**src/shared/etd_pkg.sv**
```systemverilog
// Constants shared by the transmit descriptor DMA engine and its pointer module.
// Contract
// Buffers of zero to 2047 bytes are accepted; empty buffers are legal.
// Software builds no frame from more than 128 buffers.
// A descriptor is two words: buffer byte address, then control and status.
// With automatic checksum, frames are padded to reach 64 bytes on the wire.
// Buffer length sits in control bits 10:0; bit 15 marks a frame's last buffer.
// Control bit 16 in the last buffer suppresses the appended checksum.
// Bit 31 is ownership: zero before fetch, set in first buffer after success.
// After a frame, control, ownership and status go back to the first descriptor.
// Status bit 29 retry limit, bit 28 underrun, bit 27 buffers exhausted.
// Bit 30 wraps the ring from any buffer; after 1024 descriptors it rolls over.
// Software never writes the queue pointer while transmission runs.
// A queue pointer write restarts the descriptor pointer at the new ring.
// Transmit disable returns the descriptor pointer to the ring start.
// Start sets the run flag and begins the ring; repeated starts are harmless.
// Run flag clears on disable, owned descriptor, pointer write, halt, or error.
// A halt takes effect only after the frame in progress completes.
// A collision on a multi-buffer frame restarts it from its first buffer.
// An owned descriptor mid-frame is an error: stop, error line, corrupt checksum.
// After an error stop the pointer returns to the ring start; software rebuilds.
// An owned descriptor at frame start stops but keeps the pointer for resume.
// A received pause with pause handling enabled holds off new frame starts.
// A data underrun appends a corrupt checksum and raises the error line.
// Without wrap, the next descriptor is the two-word entry that follows.
package etd_pkg;
   // -----------------------------------------------------------------
   // Descriptor layout.
   // -----------------------------------------------------------------
   localparam int DESC_SHIFT = 3;
   localparam logic [31:0] CTRL_WORD_OFS = 32'h0000_0004;
   localparam int LEN_MSB = 10;
   localparam int LEN_W = 11;
   localparam int BIT_LAST = 15;
   localparam int BIT_NOCRC = 16;
   localparam int BIT_EXHAUST = 27;
   localparam int BIT_UNDERRUN = 28;
   localparam int BIT_RETRY = 29;
   localparam int BIT_WRAP = 30;
   localparam int BIT_USED = 31;
   // -----------------------------------------------------------------
   // Ring, frame and beat sizes.
   // -----------------------------------------------------------------
   localparam int RING_IDX_W = 10;
   localparam int FRAME_CNT_W = 18;
   localparam logic [17:0] MIN_FRAME_NO_FCS = 18'h0003c;
   localparam logic [2:0] WORD_BYTES = 3'h4;
   localparam logic [31:0] ADDR_RESET = 32'h0000_0000;

   // Engine states.
   typedef enum logic [3:0] {
      ST_IDLE = 4'h0,
      ST_RD_ADDR = 4'h1,
      ST_RD_CTRL = 4'h2,
      ST_DATA_RD = 4'h3,
      ST_DATA_TX = 4'h4,
      ST_FILL = 4'h5,
      ST_WAIT_DONE = 4'h6,
      ST_ABORT = 4'h7,
      ST_WB = 4'h8
   } etd_state_e;
endpackage : etd_pkg

```
**src/shared/etd_ptr_if.sv**
```systemverilog
// Command and address carrier between the engine and the descriptor pointer.
interface etd_ptr_if;
   logic load_base;
   logic [31:0] base_val;
   logic to_start;
   logic to_first;
   logic mark_first;
   logic advance;
   logic wrap;
   logic [31:0] cur_addr;
   logic [31:0] first_addr;

   modport eng (
      output load_base,
      output base_val,
      output to_start,
      output to_first,
      output mark_first,
      output advance,
      output wrap,
      input cur_addr,
      input first_addr
   );
   modport ptr (
      input load_base,
      input base_val,
      input to_start,
      input to_first,
      input mark_first,
      input advance,
      input wrap,
      output cur_addr,
      output first_addr
   );
endinterface : etd_ptr_if

```
**src/rtl/etd_desc_ptr.sv**
```systemverilog
// Descriptor ring pointer: ring base, current entry and first entry of the frame.
module etd_desc_ptr (
   input wire logic core_clk,
   input wire logic rstn,
   etd_ptr_if.ptr p
);
   logic [31:0] base_ff;
   logic [31:0] nxt_base;
   logic [etd_pkg::RING_IDX_W-1:0] idx_ff;
   logic [etd_pkg::RING_IDX_W-1:0] nxt_idx;
   logic [etd_pkg::RING_IDX_W-1:0] first_ff;
   logic [etd_pkg::RING_IDX_W-1:0] nxt_first;

   // -----------------------------------------------------------------
   // Pointer update.
   // -----------------------------------------------------------------
   // Commands are prioritised so a ring reload always beats frame-local moves.
   always_comb begin
      nxt_base = base_ff;
      nxt_idx = idx_ff;
      nxt_first = first_ff;
      if (p.load_base) begin
         nxt_base = p.base_val;
         nxt_idx = '0;
         nxt_first = '0;
      end else if (p.to_start) begin
         nxt_idx = '0;
         nxt_first = '0;
      end else if (p.to_first) begin
         nxt_idx = first_ff;
      end else begin
         if (p.mark_first) begin
            nxt_first = idx_ff;
         end
         if (p.advance) begin
            // The counter width makes entry 1024 roll back to entry 0.
            nxt_idx = p.wrap ? '0 : idx_ff + 1'b1;
         end
      end
   end

   // Registers of the pointer.
   always_ff @(posedge core_clk) begin
      if (!rstn) begin
         base_ff <= etd_pkg::ADDR_RESET;
         idx_ff <= '0;
         first_ff <= '0;
      end else begin
         base_ff <= nxt_base;
         idx_ff <= nxt_idx;
         first_ff <= nxt_first;
      end
   end

   // Entry addresses: two words per descriptor.
   assign p.cur_addr = base_ff + (32'(idx_ff) << etd_pkg::DESC_SHIFT);
   assign p.first_addr = base_ff + (32'(first_ff) << etd_pkg::DESC_SHIFT);
endmodule : etd_desc_ptr

```
**src/rtl/etd_tx_dma.sv**
```systemverilog
// Transmit descriptor DMA engine: ring walk, data fetch, padding and status write-back.
module etd_tx_dma (
   input wire logic core_clk,
   input wire logic rstn,
   input wire logic tx_enable,
   input wire logic tx_start_wr,
   input wire logic tx_halt_wr,
   input wire logic qptr_wr,
   input wire logic [31:0] qptr_wdata,
   input wire logic pause_en,
   input wire logic pause_hold,
   output logic tx_go_ff,
   output logic [31:0] qptr_ff,
   output logic busy_ff,
   output logic used_stop_ff,
   output logic err_stop_ff,
   output logic frame_ok_ff,
   output logic mem_req_ff,
   output logic mem_we_ff,
   output logic [31:0] mem_addr_ff,
   output logic [31:0] mem_wdata_ff,
   input wire logic mem_ack,
   input wire logic mem_err,
   input wire logic [31:0] mem_rdata,
   output logic tx_valid_ff,
   output logic [31:0] tx_data_ff,
   output logic [1:0] tx_lane_ff,
   output logic [2:0] tx_bytes_ff,
   output logic tx_last_ff,
   output logic tx_nocrc_ff,
   output logic tx_bad_fcs_ff,
   output logic tx_er_ff,
   input wire logic tx_ready,
   input wire logic tx_done,
   input wire logic tx_collision,
   input wire logic tx_retry_err
);
   etd_ptr_if pif ();

   etd_desc_ptr u_ptr (
      .core_clk(core_clk),
      .rstn(rstn),
      .p(pif.ptr)
   );

   etd_pkg::etd_state_e state_ff, nxt_state;
   logic nxt_go, nxt_busy, nxt_used_stop, nxt_err_stop, nxt_frame_ok;
   logic nxt_req, nxt_we, nxt_valid, nxt_last, nxt_nocrc, nxt_bad_fcs, nxt_er;
   logic [31:0] nxt_addr, nxt_wdata, nxt_data, nxt_qptr;
   logic [1:0] nxt_lane;
   logic [2:0] nxt_bytes;
   logic [31:0] buf_addr_ff, nxt_buf_addr;
   logic [31:0] ctrl_ff, nxt_ctrl;
   logic [31:0] first_ctrl_ff, nxt_first_ctrl;
   logic [etd_pkg::LEN_W-1:0] rem_ff, nxt_rem;
   logic [etd_pkg::FRAME_CNT_W-1:0] fbytes_ff, nxt_fbytes;
   logic first_buf_ff, nxt_first_buf;
   logic wrap_seen_ff, nxt_wrap_seen;
   logic err_ff, nxt_err;
   logic [2:0] stat_ff, nxt_stat;
   logic [2:0] beat_n;
   logic [2:0] lane_room;
   logic [2:0] pad_n;
   logic [etd_pkg::FRAME_CNT_W-1:0] pad_left;
   logic [etd_pkg::FRAME_CNT_W-1:0] fb_after;
   logic acked;

   // Returns the smaller of a beat's room and the bytes still wanted.
   function automatic logic [2:0] beat_size(input logic [2:0] room,
                                            input logic [etd_pkg::FRAME_CNT_W-1:0] want);
      beat_size = (want < etd_pkg::FRAME_CNT_W'(room)) ? want[2:0] : room;
   endfunction : beat_size

   // -----------------------------------------------------------------
   // Beat sizing.
   // -----------------------------------------------------------------
   // A beat never crosses a word, so an unaligned buffer starts mid-word.
   always_comb begin
      lane_room = etd_pkg::WORD_BYTES - {1'b0, buf_addr_ff[1:0]};
      beat_n = beat_size(lane_room, etd_pkg::FRAME_CNT_W'(rem_ff));
      fb_after = fbytes_ff + etd_pkg::FRAME_CNT_W'(beat_n);
      pad_left = (fbytes_ff < etd_pkg::MIN_FRAME_NO_FCS) ?
                 etd_pkg::MIN_FRAME_NO_FCS - fbytes_ff : '0;
      pad_n = beat_size(etd_pkg::WORD_BYTES, pad_left);
      acked = mem_req_ff && mem_ack;
   end

   // -----------------------------------------------------------------
   // Engine next state.
   // -----------------------------------------------------------------
   // Memory requests are issued one cycle after a state is entered, so the
   // pointer module has already settled on the entry being addressed.
   always_comb begin
      nxt_state = state_ff;
      nxt_go = tx_go_ff;
      nxt_used_stop = 1'b0;
      nxt_err_stop = 1'b0;
      nxt_frame_ok = 1'b0;
      nxt_req = mem_req_ff;
      nxt_we = mem_we_ff;
      nxt_addr = mem_addr_ff;
      nxt_wdata = mem_wdata_ff;
      nxt_valid = tx_valid_ff;
      nxt_data = tx_data_ff;
      nxt_lane = tx_lane_ff;
      nxt_bytes = tx_bytes_ff;
      nxt_last = tx_last_ff;
      nxt_nocrc = tx_nocrc_ff;
      nxt_bad_fcs = tx_bad_fcs_ff;
      nxt_er = 1'b0;
      nxt_buf_addr = buf_addr_ff;
      nxt_ctrl = ctrl_ff;
      nxt_first_ctrl = first_ctrl_ff;
      nxt_rem = rem_ff;
      nxt_fbytes = fbytes_ff;
      nxt_first_buf = first_buf_ff;
      nxt_wrap_seen = wrap_seen_ff;
      nxt_err = err_ff;
      nxt_stat = stat_ff;
      pif.load_base = 1'b0;
      pif.base_val = qptr_wdata;
      pif.to_start = 1'b0;
      pif.to_first = 1'b0;
      pif.mark_first = 1'b0;
      pif.advance = 1'b0;
      pif.wrap = ctrl_ff[etd_pkg::BIT_WRAP];
      if (acked) begin
         nxt_req = 1'b0;
      end
      if (tx_start_wr) begin
         nxt_go = 1'b1;
      end
      if (tx_halt_wr) begin
         nxt_go = 1'b0;
      end
      case (state_ff)
         etd_pkg::ST_IDLE: begin
            if (tx_go_ff && !(pause_en && pause_hold)) begin
               pif.mark_first = 1'b1;
               nxt_first_buf = 1'b1;
               nxt_fbytes = '0;
               nxt_err = 1'b0;
               nxt_stat = '0;
               nxt_wrap_seen = 1'b0;
               nxt_state = etd_pkg::ST_RD_ADDR;
            end
         end
         etd_pkg::ST_RD_ADDR: begin
            if (!mem_req_ff) begin
               nxt_req = 1'b1;
               nxt_we = 1'b0;
               nxt_addr = pif.cur_addr;
            end else if (acked) begin
               nxt_buf_addr = mem_rdata;
               nxt_state = mem_err ? etd_pkg::ST_ABORT : etd_pkg::ST_RD_CTRL;
            end
         end
         etd_pkg::ST_RD_CTRL: begin
            if (!mem_req_ff) begin
               nxt_req = 1'b1;
               nxt_addr = pif.cur_addr + etd_pkg::CTRL_WORD_OFS;
            end else if (acked) begin
               nxt_ctrl = mem_rdata;
               nxt_rem = mem_rdata[etd_pkg::LEN_MSB:0];
               nxt_wrap_seen = wrap_seen_ff | mem_rdata[etd_pkg::BIT_WRAP];
               if (first_buf_ff) begin
                  nxt_first_ctrl = mem_rdata;
               end
               if (mem_err) begin
                  nxt_state = etd_pkg::ST_ABORT;
               end else if (mem_rdata[etd_pkg::BIT_USED] && first_buf_ff) begin
                  // Pointer stays on this entry so a later start resumes here.
                  nxt_go = 1'b0;
                  nxt_used_stop = 1'b1;
                  nxt_state = etd_pkg::ST_IDLE;
               end else if (mem_rdata[etd_pkg::BIT_USED]) begin
                  nxt_stat = 3'h3;
                  nxt_state = etd_pkg::ST_ABORT;
               end else if (mem_rdata[etd_pkg::LEN_MSB:0] != '0) begin
                  nxt_state = etd_pkg::ST_DATA_RD;
               end else if (mem_rdata[etd_pkg::BIT_LAST]) begin
                  nxt_state = etd_pkg::ST_FILL;
               end else begin
                  pif.advance = 1'b1;
                  pif.wrap = mem_rdata[etd_pkg::BIT_WRAP];
                  nxt_first_buf = 1'b0;
                  nxt_state = etd_pkg::ST_RD_ADDR;
               end
            end
         end
         etd_pkg::ST_DATA_RD: begin
            if (!mem_req_ff) begin
               nxt_req = 1'b1;
               nxt_addr = {buf_addr_ff[31:2], 2'b00};
            end else if (acked) begin
               if (mem_err) begin
                  nxt_stat = 3'h1;
                  nxt_state = etd_pkg::ST_ABORT;
               end else begin
                  nxt_valid = 1'b1;
                  nxt_data = mem_rdata;
                  nxt_lane = buf_addr_ff[1:0];
                  nxt_bytes = beat_n;
                  nxt_nocrc = ctrl_ff[etd_pkg::BIT_NOCRC];
                  nxt_bad_fcs = 1'b0;
                  nxt_last = ctrl_ff[etd_pkg::BIT_LAST] &&
                             (rem_ff == etd_pkg::LEN_W'(beat_n)) &&
                             (ctrl_ff[etd_pkg::BIT_NOCRC] ||
                              fb_after >= etd_pkg::MIN_FRAME_NO_FCS);
                  nxt_buf_addr = buf_addr_ff + 32'(beat_n);
                  nxt_rem = rem_ff - etd_pkg::LEN_W'(beat_n);
                  nxt_fbytes = fb_after;
                  nxt_state = etd_pkg::ST_DATA_TX;
               end
            end
         end
         etd_pkg::ST_DATA_TX: begin
            if (tx_ready) begin
               nxt_valid = 1'b0;
               if (rem_ff != '0) begin
                  nxt_state = etd_pkg::ST_DATA_RD;
               end else if (tx_last_ff) begin
                  nxt_state = etd_pkg::ST_WAIT_DONE;
               end else if (ctrl_ff[etd_pkg::BIT_LAST]) begin
                  nxt_state = etd_pkg::ST_FILL;
               end else begin
                  pif.advance = 1'b1;
                  nxt_first_buf = 1'b0;
                  nxt_state = etd_pkg::ST_RD_ADDR;
               end
            end
         end
         etd_pkg::ST_FILL: begin
            // Zero bytes up to the minimum length; a suppressed checksum skips it.
            if (!tx_valid_ff) begin
               nxt_valid = 1'b1;
               nxt_data = '0;
               nxt_lane = '0;
               nxt_bytes = ctrl_ff[etd_pkg::BIT_NOCRC] ? 3'h0 : pad_n;
               nxt_nocrc = ctrl_ff[etd_pkg::BIT_NOCRC];
               nxt_bad_fcs = 1'b0;
               nxt_last = ctrl_ff[etd_pkg::BIT_NOCRC] ||
                          (pad_left == etd_pkg::FRAME_CNT_W'(pad_n));
               nxt_fbytes = ctrl_ff[etd_pkg::BIT_NOCRC] ? fbytes_ff :
                            fbytes_ff + etd_pkg::FRAME_CNT_W'(pad_n);
            end else if (tx_ready) begin
               nxt_valid = 1'b0;
               if (tx_last_ff) begin
                  nxt_state = etd_pkg::ST_WAIT_DONE;
               end
            end
         end
         etd_pkg::ST_WAIT_DONE: begin
            if (tx_retry_err) begin
               nxt_stat = 3'h4;
               nxt_err = 1'b1;
               nxt_state = etd_pkg::ST_WB;
            end else if (tx_collision) begin
               pif.to_first = 1'b1;
               nxt_first_buf = 1'b1;
               nxt_fbytes = '0;
               nxt_state = etd_pkg::ST_RD_ADDR;
            end else if (tx_done) begin
               nxt_state = etd_pkg::ST_WB;
            end
         end
         etd_pkg::ST_ABORT: begin
            // Closing beat that makes the transmitter send a corrupt checksum.
            if (!tx_valid_ff) begin
               nxt_valid = 1'b1;
               nxt_bytes = '0;
               nxt_last = 1'b1;
               nxt_bad_fcs = 1'b1;
               nxt_er = 1'b1;
               nxt_err = 1'b1;
               if (stat_ff == '0) begin
                  nxt_stat = 3'h1;
               end
            end else if (tx_ready) begin
               nxt_valid = 1'b0;
               nxt_bad_fcs = 1'b0;
               nxt_state = etd_pkg::ST_WB;
            end else begin
               nxt_er = 1'b1;
            end
         end
         etd_pkg::ST_WB: begin
            if (!mem_req_ff) begin
               nxt_req = 1'b1;
               nxt_we = 1'b1;
               nxt_addr = pif.first_addr + etd_pkg::CTRL_WORD_OFS;
               nxt_wdata = first_ctrl_ff;
               nxt_wdata[etd_pkg::BIT_USED] = !err_ff;
               nxt_wdata[etd_pkg::BIT_UNDERRUN] = stat_ff[0];
               nxt_wdata[etd_pkg::BIT_EXHAUST] = stat_ff[1];
               nxt_wdata[etd_pkg::BIT_RETRY] = stat_ff[2];
            end else if (acked) begin
               nxt_we = 1'b0;
               if (err_ff) begin
                  pif.to_start = 1'b1;
                  nxt_go = 1'b0;
                  nxt_err_stop = 1'b1;
               end else begin
                  pif.advance = 1'b1;
                  pif.wrap = wrap_seen_ff;
                  nxt_frame_ok = 1'b1;
               end
               nxt_state = etd_pkg::ST_IDLE;
            end
         end
         default: begin
            nxt_state = etd_pkg::ST_IDLE;
         end
      endcase
      // Disable cancels everything in flight; a new ring pointer only reloads the pointer and clears the run flag.
      if (!tx_enable) begin
         pif.to_start = 1'b1;
         nxt_go = 1'b0;
         nxt_state = etd_pkg::ST_IDLE;
         nxt_req = 1'b0;
         nxt_we = 1'b0;
         nxt_valid = 1'b0;
         nxt_bad_fcs = 1'b0;
         nxt_er = 1'b0;
      end
      if (qptr_wr) begin
         pif.load_base = 1'b1;
         nxt_go = 1'b0;
      end
      nxt_busy = (nxt_state != etd_pkg::ST_IDLE);
      nxt_qptr = pif.cur_addr;
   end

   // -----------------------------------------------------------------
   // Engine registers.
   // -----------------------------------------------------------------
   always_ff @(posedge core_clk) begin
      if (!rstn) begin
         state_ff <= etd_pkg::ST_IDLE;
         tx_go_ff <= 1'b0;
         qptr_ff <= etd_pkg::ADDR_RESET;
         busy_ff <= 1'b0;
         used_stop_ff <= 1'b0;
         err_stop_ff <= 1'b0;
         frame_ok_ff <= 1'b0;
         mem_req_ff <= 1'b0;
         mem_we_ff <= 1'b0;
         mem_addr_ff <= etd_pkg::ADDR_RESET;
         mem_wdata_ff <= '0;
         tx_valid_ff <= 1'b0;
         tx_data_ff <= '0;
         tx_lane_ff <= '0;
         tx_bytes_ff <= '0;
         tx_last_ff <= 1'b0;
         tx_nocrc_ff <= 1'b0;
         tx_bad_fcs_ff <= 1'b0;
         tx_er_ff <= 1'b0;
         buf_addr_ff <= etd_pkg::ADDR_RESET;
         ctrl_ff <= '0;
         first_ctrl_ff <= '0;
         rem_ff <= '0;
         fbytes_ff <= '0;
         first_buf_ff <= 1'b0;
         wrap_seen_ff <= 1'b0;
         err_ff <= 1'b0;
         stat_ff <= '0;
      end else begin
         state_ff <= nxt_state;
         tx_go_ff <= nxt_go;
         qptr_ff <= nxt_qptr;
         busy_ff <= nxt_busy;
         used_stop_ff <= nxt_used_stop;
         err_stop_ff <= nxt_err_stop;
         frame_ok_ff <= nxt_frame_ok;
         mem_req_ff <= nxt_req;
         mem_we_ff <= nxt_we;
         mem_addr_ff <= nxt_addr;
         mem_wdata_ff <= nxt_wdata;
         tx_valid_ff <= nxt_valid;
         tx_data_ff <= nxt_data;
         tx_lane_ff <= nxt_lane;
         tx_bytes_ff <= nxt_bytes;
         tx_last_ff <= nxt_last;
         tx_nocrc_ff <= nxt_nocrc;
         tx_bad_fcs_ff <= nxt_bad_fcs;
         tx_er_ff <= nxt_er;
         buf_addr_ff <= nxt_buf_addr;
         ctrl_ff <= nxt_ctrl;
         first_ctrl_ff <= nxt_first_ctrl;
         rem_ff <= nxt_rem;
         fbytes_ff <= nxt_fbytes;
         first_buf_ff <= nxt_first_buf;
         wrap_seen_ff <= nxt_wrap_seen;
         err_ff <= nxt_err;
         stat_ff <= nxt_stat;
      end
   end
endmodule : etd_tx_dma

```
**config.mk**
```make
export PLATFORM = sky130hd
export DESIGN_NAME = etd_tx_dma
export DESIGN_NICKNAME = d
export VERILOG_FILES = /design/src/shared/etd_pkg.sv /design/src/shared/etd_ptr_if.sv /design/src/rtl/etd_desc_ptr.sv /design/src/rtl/etd_tx_dma.sv
export SDC_FILE = /design/constraint.sdc
export NUM_CORES = 1
export LEC_CHECK = 0
export BUFFER_PORTS_ARGS = -buffer_cell sky130_fd_sc_hd__clkbuf_2
export CORE_MARGIN = 2
export CORE_UTILIZATION = 45
export CTS_CLUSTER_SIZE = 25
export DETAILED_ROUTE_END_ITERATION = 6
export PLACE_DENSITY = 0.69
export SYNTH_ARGS = -nofsm -noshare
export SYNTH_HDL_FRONTEND = slang
export SYNTH_HIERARCHICAL = 1
export SYNTH_SLANG_ARGS = --single-unit
```
**constraint.sdc**
```tcl
create_clock -name core_clk -period 5 [get_ports core_clk]
set_input_delay 1 -clock core_clk [delete_from_list [all_inputs] [get_ports core_clk]]
set_output_delay 1 -clock core_clk [all_outputs]
set_load 0.1 [all_outputs]
```
==> results_dict.tcl, run 1 <==
set metrics [dict create \
    cts_sinks 299 \
    grt_start_max_net_pins 120 \
    yosysTopAreaCell "dfxtp_1" \
    cts_max_path_buffers 3 \
    synth_nets 2349 \
    synth_top_cells_by_area "dfxtp_1 (35%), nand2_1 (7.3%), a21oi_1 (7.0%)" \
    crit_type "register to register" \
    drt-pass1-iter-count 5 \
    final-setup-viol-count 0 \
    dp_cells 2827 \
    cap_violations 0 \
    synth_simple_gate_area_share_pct 25.8 \
    syn_inst 2227 \
    die_area_sq_um 39800 \
    core_sq_um 37700 \
    synth-compound-area-share_pct 22.9 \
    period_share_pct 88.3 \
    clock_latency_ns 0.56 \
    critPathBufInv 0 \
    synth.mux.area_fraction_pct 2.81 \
    drive_gt1_share_pct 15.4 \
    synth_xor_area_share_pct 5.60 \
    die_w_microns 200 \
    end_kind "register" \
    hold_path.class "register to register" \
    async_flop_share_pct 0 \
    finalHoldViolCount 0 \
    synth_top_area_share_pct 34.8 \
    clkTransAtPathRegs_ns 0.06 \
    die_h_microns 200 \
    worstPathArrival_ns 4.82 \
    fin_worst_skew_ns 0.0231 \
    place.port_buffers 222 \
    final_max_slew_viol_count 0 \
    ios 223 \
    grt_pass1_wl_mm 89.4 \
    num-nets-final 2475 \
    power_density_nw_per_um2 278 \
    cts_inserted_buffers 35 \
    root_buffer "clkbuf_16" \
    yosysSeqAreaShare_pct 34.8 \
    worstPathMaxFanout 8 \
    multi_input_area_sq_um 10500 \
    preCtsSetupSlack_ns 0.510 \
    crit_path_max_incr_delay_ns 0.60 \
    synth_edf_count 0 \
    vias 17440 \
    seqPwrFrac_pct 44.4 \
    start_util_pct 45.7 \
    ys.flop_type "dfxtp_1" \
    leakagePower_nw 7.57 \
    p_int_w 0.00412 \
    p_clk_share_pct 48.7 \
    grt_overflow_total 0 \
    drt-initial-drc-count 1702 \
    avgSynthCellArea_sq_um 7.73 \
    insertedDiodeCount 0 \
    grt_util_all_layers_pct 28.4 \
    netlist_area_sq_um 17200 \
    drc 0 \
    crit_start "rem_ff[6]" \
    gp_congestion 0.916 \
    drtAntennaViolNets 0 \
    cp_slowest_cell "nor4_1" \
    synth_top_family_by_area "simple AND/OR/NAND/NOR gates" \
    max_clock_freq_mhz 226 \
    crit_path_cell_trace "or4_1 -> or4_4 -> a211o_1 -> o21ai_0 -> ha_1 -> a21o_1 -> a21o_1 -> nand4_1 -> nor4_1 -> o21ai_0 -> a22oi_1 -> nor2_1" \
    fillCellCount 3664 \
    antenna_found_initial 0 \
    dp_hpwl_mm 41.0 \
    fin_cells 2889 \
    grt_pass1_vias 15858 \
    wl_per_cell_microns 19.9 \
    htree_levels 2 \
    cp.required_ns 5.41 \
    fp-row-count 71 \
    tritoncts "built" \
    worst_pin_slew_ns 1.33 \
    rsz0062_at_grt "false" \
    synth_fa_ha_area_share_pct 3.46 \
    ys_types 98 \
    wirelength_mm 57.4 \
    status "complete, no violations" \
    synth_seq_cells 299 \
    setup_slack_ns 0.583 \
    seq_area_sq_um 5990 \
    synth_warnings 6 \
    post_cts_buffers 0 \
    netSwitchingPower_w 0.00139 \
    combPwrFrac_pct 7.0 \
    peakVddDrop_mv 0.250 \
    syn2layout_area_growth_pct 15.0 \
    r2r-start "rem_ff[6]" \
    hp-start "tx_data_ff[15]" \
    timing.slew.headroom_pct 11.6 \
    swShare_pct 25.2 \
    finalSetupTns_ns 0 \
    critPathLaunchType "register" \
    finalCriticalPeriod_ns 4.42 \
    viasPerCell 6.04 \
    crit_family "simple AND/OR/NAND/NOR gates" \
]
==> cell usage in the layout, fill, tap and decap left out, types with 41 or more instances in the layout <==
| cell type | Yosys | final |
|---|---|---|
| nand2_1 | 333 | 333 |
| dfxtp_1 | 299 | 299 |
| a21oi_1 | 242 | 241 |
| clkbuf_2 | 0 | 221 |
| nor2_1 | 185 | 184 |
| o21ai_0 | 109 | 108 |
| nand3_1 | 101 | 100 |
| xnor2_1 | 66 | 66 |
| nor3_1 | 51 | 51 |
| mux2i_1 | 45 | 45 |
| xor2_1 | 44 | 44 |
| and2_1 | 42 | 42 |
| nor2b_1 | 41 | 41 |
==> cell type report <==
type                    instances  area share [%]
clock buffers                  49            5.14
clock inverters                13           0.961
inverters                      32           0.619
multi-input cells            1730            52.9
flip-flops and latches        299            30.2
well taps                     511            3.23
repair buffers                255            6.93
==> registers in the layout, summed over array words and instances (netlist names), 2 cells and up <==
signal	count
mem_wdata_ff	32
u_ptr/idx_ff	10
mem_addr_ff	32
first_ctrl_ff	28
stat_ff	3
tx_data_ff	32
qptr_ff	32
u_ptr/base_ff	32
u_ptr/first_ff	10
ctrl_ff	3
state_ff	4
rem_ff	11
buf_addr_ff	32
tx_bytes_ff	3
fbytes_ff	18
tx_lane_ff	2
==> power by group through the flow <==
stage          Sequential [W]  Combinational (W)  Clock (W)
5_1_grt               0.00244           0.000407    0.00282
3_5_place_dp          0.00249           0.000376          0
4_1_cts               0.00244           0.000378    0.00273
3_3_place_gp          0.00249           0.000374          0
2_1_floorplan         0.00256           0.000182          0
6_report              0.00244           0.000383    0.00268
==> worst paths after layout <==
path / to / slack (ns) / cells past startpoint
hold reg to reg: tx_data_ff[15] / 0.45 / 2
setup reg to reg: buf_addr_ff[29] / 0.58 / 12
hold / removal: tx_data_ff[15] / 0.45 / 2
setup / recovery: buf_addr_ff[29] / 0.58 / 12
==> worst min-delay path: stages, from the launching register on <==
cell and delay, ns:
dfxtp_1 0.31, nand2_1 0.05, a21oi_1 0.05
==> repair_timing <==
item                       4_1_cts  5_1_grt
gates resized for setup          0        1
setup endpoints to repair        0        4
hold buffers                     0        0
==> synthesized netlist by cell type, types with 6 or more instances <==
cell type,n
a22oi_1,31
nor2b_1,41
xnor2_1,66
nand3b_1,6
fa_1,6
a21o_1,25
nor2_1,185
nor3_1,51
o21a_1,7
nand2_1,333
a311oi_1,7
o21ai_0,109
nor3b_1,8
inv_1,32
or4_1,10
a31oi_1,15
o31ai_1,14
o22ai_1,15
o2111ai_1,8
a21oi_1,242
nand4_1,22
nand3_1,101
buf_1,11
buf_2,11
buf_4,7
clkbuf_1,135
dfxtp_1,299
o211ai_1,9
mux2i_1,45
and2_1,42
a32oi_1,6
or3_1,9
or2_2,7
a221oi_1,27
and3_1,20
a211oi_1,28
nand2b_1,14
nor4_1,24
xor2_1,44
ha_1,38
==> stage by stage <==
| stage | hold WS (ns) | area [sq um] | utilization (%) | total power, W |
|---|---|---|---|---|
| 6_report | 0.449 | 19800 | 52.6 | 0.00550 |
| 5_1_grt | 0.465 | 19800 | 52.6 | 0.00567 |
| 4_1_cts | 0.450 | 19800 | 52.5 | 0.00555 |
| 3_5_place_dp | 0.442 | 18600 | 49.3 | 0.00287 |
| 3_3_place_gp | 0.436 | 18600 | 49.3 | 0.00286 |
| 2_1_floorplan | 0.432 | 17200 | - | 0.00274 |
==> cells by family after synthesis <==
logic type / Yosys count
simple gates: 911
compound gates: 617
flops: 299
buf+inv: 198
xor+xnor: 110
mux: 48
fa+ha+maj: 44
==> metal layers <==
| metal | vias up | part of all wire [%] | global-route usage, % |
|---|---|---|---|
| li1 | 8222 | - | - |
| met1 | 8287 | 42 | 38.3 |
| met2 | 806 | 46 | 46.1 |
| met3 | 125 | 8.1 | 4.02 |
| met4 | 0 | 3.3 | 10.5 |
| met5 | - | 0 | 0 |
(Power assumes the default switching activity.)
==> run 2, diff against run 1 <==
Settings changed: SYNTH_HIERARCHICAL 1 to default.
==> run 2 against run 1 <==
  * Clock skew decreased by 0.0023 ns
  * Final area decreased by 2.3%
  * Flip-flop and latch count unchanged
  * Critical path depth increased by 5
  * Power decreased by 0.29%
  * Critical endpoint is now tx_last_ff
  * Synthesized cell count increased by 0.13%
==> results_dict.tcl, run 2 <==
set metrics [dict create \
    netlist_area_sq_um 16900 \
    place.port_buffers 222 \
    drtAntennaViolNets 0 \
    cts_sinks 299 \
    die_w_microns 198 \
    cp_slowest_cell "a211oi_1" \
    netSwitchingPower_w 0.00137 \
    cts_max_path_buffers 3 \
    ys.flop_type "dfxtp_1" \
    ios 223 \
    multi_input_area_sq_um 10100 \
    timing.slew.headroom_pct 24.6 \
    combPwrFrac_pct 7.3 \
    cts_inserted_buffers 34 \
    seqPwrFrac_pct 44.7 \
    reg2reg_depth 17 \
    worstPathMaxFanout 6 \
    tritoncts "built" \
    whs_path_depth 2 \
    num-nets-final 2473 \
    r2r-start "buf_addr_ff[1]" \
    final_common_cell "nand2_1" \
    grt_overflow_total 0 \
    drt-initial-drc-count 1724 \
    post_cts_buffers 0 \
    crit_type "register to register" \
    hold_path.class "register to register" \
    finalSetupTns_ns 0 \
    drt-pass1-iter-count 6 \
    status "complete, no violations" \
    avgSynthCellArea_sq_um 7.56 \
    cp.required_ns 5.39 \
    die_h_microns 198 \
    rrSetupSlack_ns 0.39 \
    fillCellCount 3573 \
    worstPathArrival_ns 5.00 \
    fp-row-count 70 \
    dp_hpwl_mm 40.1 \
    syn_inst 2230 \
    grt_start_max_net_pins 98 \
    syn2layout_area_growth_pct 14.8 \
    rr_endpoint "tx_last_ff" \
    synth_edf_count 0 \
    period_share_pct 92.2 \
    hp-start "tx_data_ff[5]" \
    synth_top_area_share_pct 35.5 \
    p_clk_share_pct 48.1 \
    ys_types 95 \
    crit_top_cell "ha_1" \
    crit_family "compound AO/OA/AOI/OAI gates" \
    whs_endpoint "tx_data_ff[5]" \
    fin_worst_skew_ns 0.0208 \
    seq_area_sq_um 5990 \
    clock_latency_ns 0.55 \
    rsz0062_at_grt "false" \
    vias 17333 \
    cap_violations 0 \
    yosysTopAreaCell "dfxtp_1" \
    viasPerCell 6.10 \
    preCtsSetupSlack_ns 0.427 \
    grt_pass1_vias 16039 \
    crit_path_cell_trace "inv_1 -> ha_1 -> inv_1 -> ha_1 -> o21ai_0 -> nand2b_1 -> a211oi_1 -> mux2_2 -> ha_1 -> a21o_1 -> a21oi_1 -> nor2_1 -> a211o_1 -> a2111oi_0 -> nand4_1 -> a21oi_1 -> o22ai_1" \
    synth_top_cells_by_area "dfxtp_1 (36%), a21oi_1 (7.6%), nand2_1 (7.0%)" \
    crit_path_max_incr_delay_ns 0.48 \
    wirelength_mm 56.2 \
    start_util_pct 45.8 \
    swShare_pct 25.0 \
    mostFrequentLayoutCells "nand2_1 (315), dfxtp_1 (299), a21oi_1 (254), nor2_1 (244), clkbuf_2 (222)" \
    peakVddDrop_mv 0.256 \
    die_area_sq_um 39000 \
    gp_congestion 0.908 \
    worst_pin_slew_ns 1.13 \
    final-setup-viol-count 0 \
    end_kind "register" \
    synth_warnings 0 \
    synth_nets 2352 \
    cts_resized 0 \
    max_clock_freq_mhz 217 \
    antenna_found_initial 0 \
    core_sq_um 36800 \
    p_int_w 0.00411 \
    yosysMostFrequentCell "nand2_1" \
    drc 0 \
    htree_levels 2 \
    postCtsHoldBufs 0 \
    synth_common_cells "nand2_1 (316), dfxtp_1 (299), a21oi_1 (255)" \
    yosysSeqAreaShare_pct 35.5 \
    critPathBufInv 2 \
    wl_per_cell_microns 19.8 \
    clkTransAtPathRegs_ns 0.06 \
    insertedDiodeCount 0 \
    root_buffer "clkbuf_16" \
    synth_seq_cells 299 \
    final_max_slew_viol_count 0 \
    leakagePower_nw 7.34 \
    finalHoldViolCount 0 \
    critPathLaunchType "register" \
    async_flop_share_pct 0 \
    power_density_nw_per_um2 283 \
    setup_slack_ns 0.389 \
    grt_util_all_layers_pct 28.2 \
    drive_gt1_share_pct 15.0 \
    finalCriticalPeriod_ns 4.61 \
    grt_pass1_wl_mm 87.9 \
]
-- run 2: metrics by stage --
step | hold WS [ns] | area [sq um] | utilization (%) | power [W] | std cells
3_3_place_gp | 0.437 | 18200 | 49.4 | 0.00289 | 2783
3_5_place_dp | 0.446 | 18200 | 49.4 | 0.00290 | 2783
6_report | 0.449 | 19300 | 52.6 | 0.00549 | 2842
2_1_floorplan | 0.432 | 16900 | - | 0.00277 | 2230
4_1_cts | 0.444 | 19300 | 52.6 | 0.00553 | 2842
5_1_grt | 0.458 | 19300 | 52.6 | 0.00566 | 2842
-- run 2: worst max-delay path by stage --
stage / end / slack (ns) / depth (start not counted) / startpoint
3_3_place_gp: tx_last_ff / 0.54 / 17 / buf_addr_ff[1]
6_report: tx_last_ff / 0.39 / 17 / buf_addr_ff[1]
3_5_place_dp: fbytes_ff[13] / 0.43 / 17 / fbytes_ff[1]
2_1_floorplan: buf_addr_ff[31] / 0.89 / 17 / buf_addr_ff[1]
4_1_cts: fbytes_ff[13] / 0.35 / 17 / fbytes_ff[1]
5_1_grt: tx_last_ff / 0.004 / 17 / buf_addr_ff[1]
-- run 2: power groups by stage --
stage | clock network (W) | logic [W] | registers (W)
floorplan | 0 | 0.000199 | 0.00257
global placement | 0 | 0.000393 | 0.00250
detailed placement | 0 | 0.000396 | 0.00250
CTS | 0.00268 | 0.000397 | 0.00245
global route | 0.00279 | 0.000426 | 0.00245
finish | 0.00264 | 0.000400 | 0.00245
-- run 2: worst min-delay path: stages (launching register included) --
cell,delay [ns]
dfxtp_1,0.31
nand2_1,0.05
a21oi_1,0.05
-- run 2: cells by family (layout without fill, tap and decap cells) --
logic type | after synthesis | after routing | share of synthesized area (%)
AND/OR/NAND/NOR | 900 | 900 | 24.7
XOR/XNOR | 89 | 89 | 4.62
multiplexers | 50 | 50 | 2.98
flip-flops | 299 | 299 | 35.5
adder cells (fa/ha/maj) | 44 | 44 | 3.53
AO/OA/AOI/OAI | 639 | 639 | 23.7
buffers and inverters | 209 | 353 | 5.00
-- run 2: final cells by class --
type / instances / area share, %
multi-input combinational: 1722 / 52.1
sequential: 299 / 30.9
timing repair buffer: 252 / 6.97
clock buffer: 48 / 5.08
tap: 468 / 3.03
clock inverter: 11 / 1.05
inverter: 42 / 0.841
-- run 2: layer usage --
| metal | track usage [%] | routed length (microns) | up-vias |
|---|---|---|---|
| li1 | - | - | 8205 |
| met1 | 38.3 | 24300 | 8230 |
| met2 | 46.1 | 26000 | 775 |
| met3 | 3.35 | 4130 | 123 |
| met4 | 10.2 | 1740 | 0 |
| met5 | 0 | 0 | - |
